===== src/wdf_pkg.sv =====
// shared constants and types of the window watchdog and fail-safe logic
package wdf_pkg;

   // ----------------------------------------------------------------
   // clock and timing
   // ----------------------------------------------------------------
   localparam int CLK_PERIOD_NS     = 10;
   localparam int TRIG_MIN_NS       = 200;
   localparam int TRIG_MIN_CYC      = (TRIG_MIN_NS + CLK_PERIOD_NS - 1) / CLK_PERIOD_NS + 1;
   localparam int RESET_TIME_MS     = 4;
   localparam int RESET_HOLD_CYC    = (RESET_TIME_MS * 1000000) / CLK_PERIOD_NS;
   localparam int FALLBACK_OSC_NS   = 100000;
   localparam int FALLBACK_OSC_CYC  = FALLBACK_OSC_NS / CLK_PERIOD_NS;

   // ----------------------------------------------------------------
   // watchdog intervals in oscillator periods
   // ----------------------------------------------------------------
   localparam logic [12:0] LEAD_TICKS   = 13'd7895;
   localparam logic [12:0] CLOSED_TICKS = 13'd1053;
   localparam logic [12:0] OPEN_TICKS   = 13'd1105;

   // ----------------------------------------------------------------
   // widths
   // ----------------------------------------------------------------
   localparam int OSC_W = 16;
   localparam int RST_W = 20;

   // ----------------------------------------------------------------
   // types
   // ----------------------------------------------------------------
   typedef enum logic [1:0] {
      MODE_FAILSAFE,
      MODE_NORMAL,
      MODE_SILENT,
      MODE_SLEEP
   } wdf_mode_type;

   typedef enum logic [2:0] {
      WD_HOLD,
      WD_OFF,
      WD_LEAD,
      WD_CLOSED,
      WD_OPEN
   } wdf_wd_type;

   // fault sense levels from the analog side
   typedef struct packed {
      logic bus_overtemp;
      logic vcc_overtemp;
      logic vcc_undervoltage;
      logic osc_short;
      logic osc_open;
   } wdf_fault_type;

endpackage


===== src/wdf_trigger_filter.sv =====
// trigger pin synchroniser and minimum-low-width glitch filter
`timescale 1ns/100ps
`default_nettype none

module wdf_trigger_filter (
   // clock and reset
   input  wire logic clock,
   input  wire logic sys_rst,
   // trigger pin
   input  wire logic watchdog_trigger_n,
   // qualified trigger
   output logic      trig_valid
);

   localparam logic [7:0] MIN_LOW = 8'(wdf_pkg::TRIG_MIN_CYC);

   logic       sync1_r;
   logic       sync2_r;
   logic [7:0] low_cnt_r;

   always_ff @(posedge clock or posedge sys_rst) begin
      if (sys_rst) begin
         sync1_r <= 1'b1;
         sync2_r <= 1'b1;
      end else begin
         sync1_r <= watchdog_trigger_n;
         sync2_r <= sync1_r;
      end
   end

   // low pulses shorter than the minimum are dropped
   always_ff @(posedge clock or posedge sys_rst) begin
      if (sys_rst) begin
         low_cnt_r <= 8'h00;
      end else if (sync2_r) begin
         low_cnt_r <= 8'h00;
      end else if (low_cnt_r != MIN_LOW) begin
         low_cnt_r <= low_cnt_r + 8'h01;
      end
   end

   // one pulse per low phase, once it is long enough
   always_ff @(posedge clock or posedge sys_rst) begin
      if (sys_rst) begin
         trig_valid <= 1'b0;
      end else begin
         trig_valid <= !sync2_r && (low_cnt_r == MIN_LOW - 8'h01);
      end
   end

endmodule

`default_nettype wire


===== src/wdf_watchdog.sv =====
// window watchdog, reset generator and fail-safe mode control
`timescale 1ns/100ps
`default_nettype none

module wdf_watchdog #(
   parameter int RESET_HOLD_CYC = wdf_pkg::RESET_HOLD_CYC
) (
   // clock and reset
   input  wire logic                        clock,
   input  wire logic                        sys_rst,
   // host pins
   input  wire logic                        watchdog_trigger_n,
   input  wire logic                        enable_pin,
   input  wire logic                        enable_float,
   input  wire logic                        txd_pin,
   input  wire logic                        txd_float,
   // bus and wake sense
   input  wire logic                        bus_dominant,
   input  wire logic                        local_wake,
   // oscillator setting and fault sense
   input  wire logic [wdf_pkg::OSC_W-1:0]   oscillator_resistor_pin,
   input  wire wdf_pkg::wdf_fault_type      faults,
   // outputs
   output logic                             reset_out_n,
   output logic                             rx_data,
   output logic                             bus_drive_dominant,
   output logic                             regulator_on,
   output wdf_pkg::wdf_mode_type            mode
);

   // ----------------------------------------------------------------
   // pin synchronisers
   // ----------------------------------------------------------------
   localparam int SW = 11;

   logic [SW-1:0] pin_s1_r;
   logic [SW-1:0] pin_s2_r;
   logic          en_eff;
   logic          txd_eff;
   logic          bus_dom_s;
   logic          lwake_s;
   wdf_pkg::wdf_fault_type flt_s;

   always_ff @(posedge clock or posedge sys_rst) begin
      if (sys_rst) begin
         pin_s1_r <= '0;
         pin_s2_r <= '0;
      end else begin
         pin_s1_r <= {enable_pin, enable_float, txd_pin, txd_float,
                      bus_dominant, local_wake, faults};
         pin_s2_r <= pin_s1_r;
      end
   end

   // floating pins read as their safe levels
   assign en_eff    = pin_s2_r[10] && !pin_s2_r[9];
   assign txd_eff   = pin_s2_r[8] || pin_s2_r[7];
   assign bus_dom_s = pin_s2_r[6];
   assign lwake_s   = pin_s2_r[5];
   assign flt_s     = pin_s2_r[4:0];

   // ----------------------------------------------------------------
   // edge history
   // ----------------------------------------------------------------
   logic en_d_r;
   logic bus_d_r;
   logic lwake_d_r;
   logic en_fall;
   logic bus_release;
   logic lwake_rise;

   always_ff @(posedge clock or posedge sys_rst) begin
      if (sys_rst) begin
         en_d_r    <= 1'b0;
         bus_d_r   <= 1'b0;
         lwake_d_r <= 1'b0;
      end else begin
         en_d_r    <= en_eff;
         bus_d_r   <= bus_dom_s;
         lwake_d_r <= lwake_s;
      end
   end

   assign en_fall     = en_d_r && !en_eff;
   assign bus_release = bus_d_r && !bus_dom_s;
   assign lwake_rise  = !lwake_d_r && lwake_s;

   // ----------------------------------------------------------------
   // trigger qualification
   // ----------------------------------------------------------------
   logic trig;

   wdf_trigger_filter u_trig (
      .clock              (clock),
      .sys_rst            (sys_rst),
      .watchdog_trigger_n (watchdog_trigger_n),
      .trig_valid         (trig)
   );

   // ----------------------------------------------------------------
   // watchdog oscillator
   // ----------------------------------------------------------------
   logic [wdf_pkg::OSC_W-1:0] osc_per;
   logic [wdf_pkg::OSC_W-1:0] osc_cnt_r;
   logic                      osc_tick;

   // resistor fault selects the internal fallback period
   assign osc_per = (flt_s.osc_short || flt_s.osc_open)
                    ? wdf_pkg::OSC_W'(wdf_pkg::FALLBACK_OSC_CYC)
                    : oscillator_resistor_pin;
   assign osc_tick = (osc_cnt_r == '0);

   // free-running prescaler gives one tick per oscillator period
   always_ff @(posedge clock or posedge sys_rst) begin
      if (sys_rst) begin
         osc_cnt_r <= '0;
      end else if (osc_tick || osc_cnt_r >= osc_per) begin
         osc_cnt_r <= (osc_per == '0) ? '0 : osc_per - 1'b1;
      end else begin
         osc_cnt_r <= osc_cnt_r - 1'b1;
      end
   end

   // ----------------------------------------------------------------
   // mode control
   // ----------------------------------------------------------------
   logic rst_active_r;
   logic low_power;
   logic wake;

   assign low_power = (mode == wdf_pkg::MODE_SILENT) || (mode == wdf_pkg::MODE_SLEEP);
   // end of a bus short counts as a remote wake
   assign wake = low_power && (bus_release || lwake_rise);

   always_ff @(posedge clock or posedge sys_rst) begin
      if (sys_rst) begin
         mode <= wdf_pkg::MODE_FAILSAFE;
      end else if (rst_active_r && mode != wdf_pkg::MODE_SLEEP) begin
         mode <= wdf_pkg::MODE_FAILSAFE;
      end else begin
         unique case (mode)
            wdf_pkg::MODE_FAILSAFE: begin
               if (en_eff) begin
                  mode <= wdf_pkg::MODE_NORMAL;
               end
            end
            wdf_pkg::MODE_NORMAL: begin
               // entry regardless of bus or stuck transmit
               if (en_fall) begin
                  mode <= txd_eff ? wdf_pkg::MODE_SILENT : wdf_pkg::MODE_SLEEP;
               end
            end
            wdf_pkg::MODE_SILENT,
            wdf_pkg::MODE_SLEEP: begin
               if (wake) begin
                  mode <= wdf_pkg::MODE_FAILSAFE;
               end
            end
         endcase
      end
   end

   // wake request flag shown low on receive; set wins over clear
   logic wake_flag_r;

   always_ff @(posedge clock or posedge sys_rst) begin
      if (sys_rst) begin
         wake_flag_r <= 1'b0;
      end else if (wake) begin
         wake_flag_r <= 1'b1;
      end else if (mode == wdf_pkg::MODE_NORMAL) begin
         wake_flag_r <= 1'b0;
      end
   end

   // ----------------------------------------------------------------
   // reset pulse generator
   // ----------------------------------------------------------------
   localparam logic [wdf_pkg::RST_W-1:0] HOLD_LOAD = wdf_pkg::RST_W'(RESET_HOLD_CYC - 1);

   logic                      wd_fault;
   logic [wdf_pkg::RST_W-1:0] rst_cnt_r;

   // undervoltage holds and restarts the reset time
   always_ff @(posedge clock or posedge sys_rst) begin
      if (sys_rst) begin
         rst_active_r <= 1'b1;
         rst_cnt_r    <= HOLD_LOAD;
      end else if (flt_s.vcc_undervoltage || wd_fault) begin
         rst_active_r <= 1'b1;
         rst_cnt_r    <= HOLD_LOAD;
      end else if (rst_cnt_r != '0) begin
         rst_cnt_r <= rst_cnt_r - 1'b1;
      end else begin
         rst_active_r <= 1'b0;
      end
   end

   // ----------------------------------------------------------------
   // window watchdog
   // ----------------------------------------------------------------
   wdf_pkg::wdf_wd_type wd_state_r;
   logic [12:0]         wd_cnt_r;
   logic                wd_last;

   assign wd_last = osc_tick && (wd_cnt_r == 13'h0001);

   always_comb begin
      wd_fault = 1'b0;
      unique case (wd_state_r)
         wdf_pkg::WD_LEAD:   wd_fault = wd_last && !trig;
         wdf_pkg::WD_CLOSED: wd_fault = trig;
         wdf_pkg::WD_OPEN:   wd_fault = wd_last && !trig;
         default:            wd_fault = 1'b0;
      endcase
      // no watchdog reset while in low power
      if (low_power) begin
         wd_fault = 1'b0;
      end
   end

   always_ff @(posedge clock or posedge sys_rst) begin
      if (sys_rst) begin
         wd_state_r <= wdf_pkg::WD_HOLD;
         wd_cnt_r   <= 13'h0000;
      end else if (low_power) begin
         if (wake) begin
            // lead time from receive falling edge
            wd_state_r <= wdf_pkg::WD_LEAD;
            wd_cnt_r   <= wdf_pkg::LEAD_TICKS;
         end else begin
            wd_state_r <= wdf_pkg::WD_OFF;
         end
      end else if (rst_active_r || wd_fault) begin
         wd_state_r <= wdf_pkg::WD_HOLD;
      end else begin
         unique case (wd_state_r)
            wdf_pkg::WD_HOLD: begin
               wd_state_r <= wdf_pkg::WD_LEAD;
               wd_cnt_r   <= wdf_pkg::LEAD_TICKS;
            end
            wdf_pkg::WD_OFF: begin
               wd_state_r <= wdf_pkg::WD_LEAD;
               wd_cnt_r   <= wdf_pkg::LEAD_TICKS;
            end
            wdf_pkg::WD_LEAD: begin
               if (trig) begin
                  wd_state_r <= wdf_pkg::WD_CLOSED;
                  wd_cnt_r   <= wdf_pkg::CLOSED_TICKS;
               end else if (osc_tick) begin
                  // count lead time in oscillator periods
                  wd_cnt_r <= wd_cnt_r - 13'h0001;
               end
            end
            wdf_pkg::WD_CLOSED: begin
               if (wd_last) begin
                  wd_state_r <= wdf_pkg::WD_OPEN;
                  wd_cnt_r   <= wdf_pkg::OPEN_TICKS;
               end else if (osc_tick) begin
                  wd_cnt_r <= wd_cnt_r - 13'h0001;
               end
            end
            wdf_pkg::WD_OPEN: begin
               if (trig) begin
                  // restart with a new closed window
                  wd_state_r <= wdf_pkg::WD_CLOSED;
                  wd_cnt_r   <= wdf_pkg::CLOSED_TICKS;
               end else if (osc_tick) begin
                  wd_cnt_r <= wd_cnt_r - 13'h0001;
               end
            end
         endcase
      end
   end

   // ----------------------------------------------------------------
   // outputs
   // ----------------------------------------------------------------
   // reset output shared by undervoltage and watchdog
   always_ff @(posedge clock or posedge sys_rst) begin
      if (sys_rst) begin
         reset_out_n <= 1'b0;
      end else begin
         reset_out_n <= !rst_active_r && !flt_s.vcc_undervoltage && !wd_fault;
      end
   end

   // driver only in normal mode and below overtemperature
   always_ff @(posedge clock or posedge sys_rst) begin
      if (sys_rst) begin
         bus_drive_dominant <= 1'b0;
      end else begin
         bus_drive_dominant <= (mode == wdf_pkg::MODE_NORMAL) && !flt_s.bus_overtemp
                               && !txd_eff;
      end
   end

   // receive follows the bus in normal mode, high while the bus is recessive; in other modes it shows the wake flag
   always_ff @(posedge clock or posedge sys_rst) begin
      if (sys_rst) begin
         rx_data <= 1'b1;
      end else if (mode == wdf_pkg::MODE_NORMAL) begin
         rx_data <= !bus_dom_s;
      end else begin
         rx_data <= !wake_flag_r;
      end
   end

   // regulator back on after cooling, independent of enable
   always_ff @(posedge clock or posedge sys_rst) begin
      if (sys_rst) begin
         regulator_on <= 1'b0;
      end else begin
         regulator_on <= (mode != wdf_pkg::MODE_SLEEP) && !flt_s.vcc_overtemp;
      end
   end

endmodule

`default_nettype wire


===== config.mk =====
export PLATFORM = sky130hd
export DESIGN_NAME = wdf_watchdog
export DESIGN_NICKNAME = d
export VERILOG_FILES = /design/src/wdf_pkg.sv /design/src/wdf_trigger_filter.sv /design/src/wdf_watchdog.sv
export SDC_FILE = /design/constraint.sdc
export NUM_CORES = 1
export LEC_CHECK = 0
export ABC_AREA = 1
export BUFFER_PORTS_ARGS = -buffer_cell sky130_fd_sc_hd__buf_2
export CORE_ASPECT_RATIO = 1.4
export CORE_UTILIZATION = 32
export DETAILED_ROUTE_END_ITERATION = 10
export PLACE_DENSITY = 0.49
export SYNTH_ARGS = -nofsm -noshare
export SYNTH_HDL_FRONTEND = slang
export SYNTH_HIERARCHICAL = 1
export SYNTH_SLANG_ARGS = --single-unit

===== constraint.sdc =====
create_clock -name clock -period 3.4 [get_ports clock]
set_input_delay 0.34 -clock clock [delete_from_list [all_inputs] [get_ports clock]]
set_output_delay 0.34 -clock clock [all_outputs]
set_load 0.02 [all_outputs]

# Yosys cells after proc, flatten, opt, wreduce, memory -nomap -nowiden
# Cells that the tools add are included.
[totals]
register_bits = 96
in_bits = 30
output_inout_bits = 6
[classes]
add_sub_neg = 5
magnitude_cmp = 1
eq_ne = 19
mux = 33
reduce_logical = 48
[ops]
columns = ["operator", "n"]
rows = [
  ["13-bit two-way mux", 6],
  ["16-bit two-way mux", 3],
  ["20-bit two-way mux", 2],
  ["13-bit one-hot mux with 3 select lines", 1],
  ["16-bit zero test", 2],
  ["16-bit by 1-bit subtractor with 16-bit output (second input constant)", 2],
  ["20-bit nonzero test", 1],
  ["20-bit by 1-bit subtractor with 20-bit output (second input constant)", 1],
  ["16-bit >= comparator", 1],
  ["8-bit two-way mux", 2],
  ["1-bit logical AND", 14],
  ["13-bit by 1-bit == test with 1-bit output (second input constant)", 1],
  ["1-bit zero test", 13],
  ["13-bit by 1-bit subtractor with 13-bit output (second input constant)", 1],
  ["3-bit two-way mux", 4],
  ["2-bit two-way mux", 5],
  ["3-bit != test (second input constant)", 3],
  ["3-bit one-hot mux with 3 select lines", 1],
  ["8-bit by 1-bit adder with 8-bit output (second input constant)", 1],
  ["8-bit by 5-bit == test with 1-bit output (second input constant)", 1],
  ["8-bit by 5-bit != test with 1-bit output (second input constant)", 1],
  ["1-bit logical OR", 7],
  ["1-bit two-way mux", 7],
  ["3-bit by 2-bit == test with 1-bit output (second input constant)", 2],
  ["16 further kinds", 24],
]

# Logic depth before layout (Yosys ltp)
[depth]
word_depth = 8
depth_mapped = 18
mapped_depth_nobuf = 17

# Modules after synthesis
# Netlist, hierarchy kept.
[by_module_without_submodules]
columns = ["mod", "n_inst", "cells_per_inst", "area_each_um2", "seq_area_each_um2"]
rows = [
  ["wdf_watchdog", 1, 723, 5704.2, 2144.6],
  ["wdf_trigger_filter", 1, 70, 571.8, 277.8],
]

# Worst setup path after synthesis
# Ideal clock, no wire load.
[synth_path]
kind = "register -> register"
from = "register pin_s2_r[0]"
to = "register osc_cnt_r[14] in the netlist's numbering"
setup_ns = 0.117
arrival_ns = 2.013
setup_slack_ns = 1.271
path_stages_with_launch = 14
path_buffers = 2
period_less_slack_ns = 2.129
cell_sequence = "dfrtp_1 -> nor2_8 -> buf_12 -> nand2_2 -> ha_1 -> nand2_1 -> inv_1 -> nand3_1 -> inv_1 -> a21oi_1 -> nand4_4 -> buf_6 -> nand2_1 -> nand2_1"
[synth_between]
elab_chain_len = 5
elab_cells_between_ends = 8
classes_between = "add/sub: 1; order compare: 1; mux: 3; reduce/logical: 3"
[synth_lines]
columns = ["item", "line_no", "source"]
rows = [
  ["start: declaration", "wdf_watchdog.sv:37", "logic [SW-1:0] pin_s2_r;"],
  ["start signal: assignment", "wdf_watchdog.sv:51", "pin_s2_r <= pin_s1_r;"],
  ["1-bit logical OR *", "wdf_watchdog.sv:108", "assign osc_per = (flt_s.osc_short || flt_s.osc_open)"],
  ["16-bit two-way mux *", "wdf_watchdog.sv:109", "? wdf_pkg::OSC_W'(wdf_pkg::FALLBACK_OSC_CYC)"],
  ["16-bit by 1-bit subtractor with 16-bit output, or another cell as far along", "wdf_watchdog.sv:118", "osc_cnt_r <= (osc_per == '0) ? '0 : osc_per - 1'b1;"],
  ["16-bit two-way mux or 1-bit logical OR (tied branches)", "wdf_watchdog.sv:118, wdf_watchdog.sv:117", ""],
  ["16-bit two-way mux *", "wdf_watchdog.sv:117", "end else if (osc_tick || osc_cnt_r >= osc_per) begin"],
  ["end signal: assignment", "wdf_watchdog.sv:118", ""],
  ["end signal: assignment", "wdf_watchdog.sv:120", "osc_cnt_r <= osc_cnt_r - 1'b1;"],
  ["end: declaration", "wdf_watchdog.sv:104", "logic [wdf_pkg::OSC_W-1:0] osc_cnt_r;"],
]
# Mark *: on every way between the ends. The rest lies on a longest branch, timed or not.
# A chain may end at the register's enable or synchronous reset.

# Worst setup path in the final report
[layout_path]
from = "register pin_s2_r[0]"
to = "register osc_cnt_r[1] in the netlist's numbering"
# The elaborated chain is that of the path after synthesis.

==> impl_metrics.yaml <==
timing:
  hold_ws_ns: -0.000197
  max_slew_margin: 0.488
  finalSetupViolCount: 0
  worst_pin_slew_ns: 0.767
  slew_viol_final: 0
  final.setup_skew_ns: 0.00934
  setup_tns_ns: 0
  fin_ws_ns: 0.959
  hold_viol_final: 1
  fin_crit_sh: 0.718
  rsz0062_at_grt: "no"
  period_needed_ns: 2.44
  max_freq_mhz: 410
setup_path:
  worst-path-buf-inv: 1
  crit_chain: "nor2_8 > nand2_1 > ha_1 > inv_1 > nor3_1 > nand2_1 > nand2_1 > nand2_1 > nand2_2 > nand2_4 > nand3_1 > nand2_1"
  cp.required_ns: 3.64
  worst-path-max-fanout: 17
  cp.arrival_ns: 2.68
  path_common_cell: "nand2_1"
  r2r_start: "pin_s2_r[0]"
  critPathMaxStageDelay_ns: 0.44
  critPathLaunchType: "flip-flop"
  rrSetupSlack_ns: 0.96
  reg2regPathDepth: 12
  cpMaxStageDelayCell: "dfrtp_1"
  endpoint_kind: "flip-flop"
  path_delay_family: "simple AND/OR/NAND/NOR gates"
  r2r-end: "osc_cnt_r[1]"
  worstSetupPathType: "flip-flop to flip-flop"
route:
  postRouteAntennaNets: 0
  drtIter0Drc: 174
  wl_per_cell_um: 13.0
  routed_wl_um: 14100
  viasPerCell: 4.57
  vias: 4967
  drt-pass1-iter-count: 4
  drc: 0
floorplanning:
  die_h_um: 168
  fp.dieW_um: 120
  rows: 60
  core_mm2: 0.0192
  io_pins: 36
  start_util: 0.327
  fp.dieArea_mm2: 0.0202
power:
  power.total_w: 0.00363
  seqPwrFrac: 0.398
  p_leak_nw: 3.35
  switching_share: 0.385
  power_switching_w: 0.00140
  ir_worst_vdd_v: 0.000348
  p_int_w: 0.00224
  clockPowerShare: 0.267
  power_density_mw_per_mm2: 521
  combPwrFrac: 0.335
global_route:
  grt_pass1_wl_um: 25000
  grt_use_total: 0.155
  grt_overflow_total: 0
  grt_pass1_vias: 5169
  grt_max_degree: 46
  antenna_found_initial: 0
flow_run:
  maxCapViolations: 0
yosys:
  syn_area_mm2: 0.00628
  avgSynthCellArea_um2: 7.91
  syn-instance-count: 793
  synth-main-ff-cell: "dfrtp_1"
  synth-seq-area-share: 0.386
  yosysUniqueCellTypes: 47
  yosysWarnings: 6
  syn_nets: 848
  synthArstFlopShare: 1.00
  ys_ff_latch: 96
  synth-edff-count: 0
finish:
  insertedDiodeCount: 0
  drive_gt1_frac: 0.209
  area_growth_pct: 11.1
  post-route-util: 0.363
  layout.nets: 889
cts:
  cts_buffers: 9
  post_cts_buffers: 0
  cts_resized: 0
  clk_latency_ns: 0.35
  cts_buffer_depth: 2
  clkTransAtPathRegs_ns: 0.07
  clkSinkCount: 96
  htree_levels: 3
  cts_tree: "built"
  cts_hold_buf: 0
  cts-root-buf: "clkbuf_16"
outcome:
  outcome: "finished, violations left"
  violations: "negative hold slack"
place:
  preCtsSetupSlack_ns: 0.927
  io_buffers: 35
  gp_congestion: 0.823
  dp_hpwl_um: 10900
hold_path:
  min_path_type: "primary input to asynchronous set/reset pin"
logic make-up (layout without fill, tap and decap cells):
kind of cell,after synthesis,in the layout,share of synthesized area
AOI/OAI and AO/OA,65,65,0.0660
xor gates and xnor gates,36,36,0.0502
adders and majority gates,25,25,0.0498
buffers and inverters,115,161,0.0797
DFF,96,96,0.386
and+or+nand+nor,456,456,0.368
placed cells by master (no fill, tap or decap), types with 18 or more instances in the layout:
master,synthesis,routed
nor2_1,107,107
a21oi_1,21,21
dfrtp_1,80,80
xor2_1,24,24
nand3_1,45,45
inv_1,94,93
ha_1,25,25
buf_2,0,35
nand2_2,21,21
nand2_1,190,190
o21ai_0,18,18
stage by stage:
step / instances / cell area (um^2)
after floorplan: 793 / 6280
after global placement: 1071 / 6700
after detailed placement: 1071 / 6700
after CTS: 1087 / 6970
after global routing: 1087 / 6970
final: 1087 / 6970
final cells by class:
class | count | area [um^2]
flip-flops and latches | 96 | 2420
inverters | 108 | 409
fillers | 2136 | 12200
multi-input cells | 582 | 3350
repair buffers | 37 | 203
clock inverters | 6 | 43.8
clock buffers | 10 | 229
well taps | 248 | 310
worst max-delay path by stage:
stage | to | startpoint | cells past startpoint
floorplan | bus_d_r | sys_rst | 1
global placement | osc_cnt_r[1] | pin_s2_r[0] | 12
detailed placement | osc_cnt_r[1] | pin_s2_r[0] | 12
CTS | osc_cnt_r[1] | pin_s2_r[0] | 12
global route | osc_cnt_r[12] | pin_s2_r[1] | 11
finish | osc_cnt_r[1] | pin_s2_r[0] | 12
state kept, by name (all words and copies together) (netlist names), 2 cells and up:
signal / cells
pin_s1_r: 11
rst_cnt_r: 20
pin_s2_r: 11
wd_cnt_r: 13
wd_state_r: 3
osc_cnt_r: 16
mode: 2
u_trig/low_cnt_r: 8
layer usage:
layer,wire [um],part of all wire,vias to the layer above,track usage
li1,-,-,2602,-
met1,5960,0.42,2294,0.178
met2,7500,0.53,52,0.288
met3,310,0.022,19,0.0235
met4,348,0.025,0,0.0542
met5,0,0,-,0
cells in the mapped netlist, types with 4 or more instances:
library cell,number,area share
xnor2_1,12,0.017
nand2_1,190,0.11
nor2_4,5,0.0090
dfstp_2,16,0.067
o21ai_1,5,0.0040
o21ai_2,6,0.0084
ha_1,25,0.050
nand3_2,14,0.022
nor2_2,15,0.015
o211ai_1,4,0.0048
nor2_1,107,0.064
dfrtp_1,80,0.32
nand4_1,11,0.011
o21ai_0,18,0.014
xor2_1,24,0.033
buf_6,4,0.0072
nand3b_1,4,0.0048
nor3_1,13,0.010
nand2_2,21,0.021
nor3_2,4,0.0064
nand2_4,8,0.014
nand3_1,45,0.036
a21oi_1,21,0.017
inv_1,94,0.056
inv_2,11,0.0066
power by group through the flow:
stage	registers, W	logic, W	clock network, W
floorplan	0.00142	0.00103	0
global placement	0.00148	0.00122	0
detailed placement	0.00147	0.00123	0
CTS	0.00145	0.00124	0.00101
global route	0.00147	0.00142	0.00105
finish	0.00145	0.00122	0.000969
(Power assumes the default switching activity.)
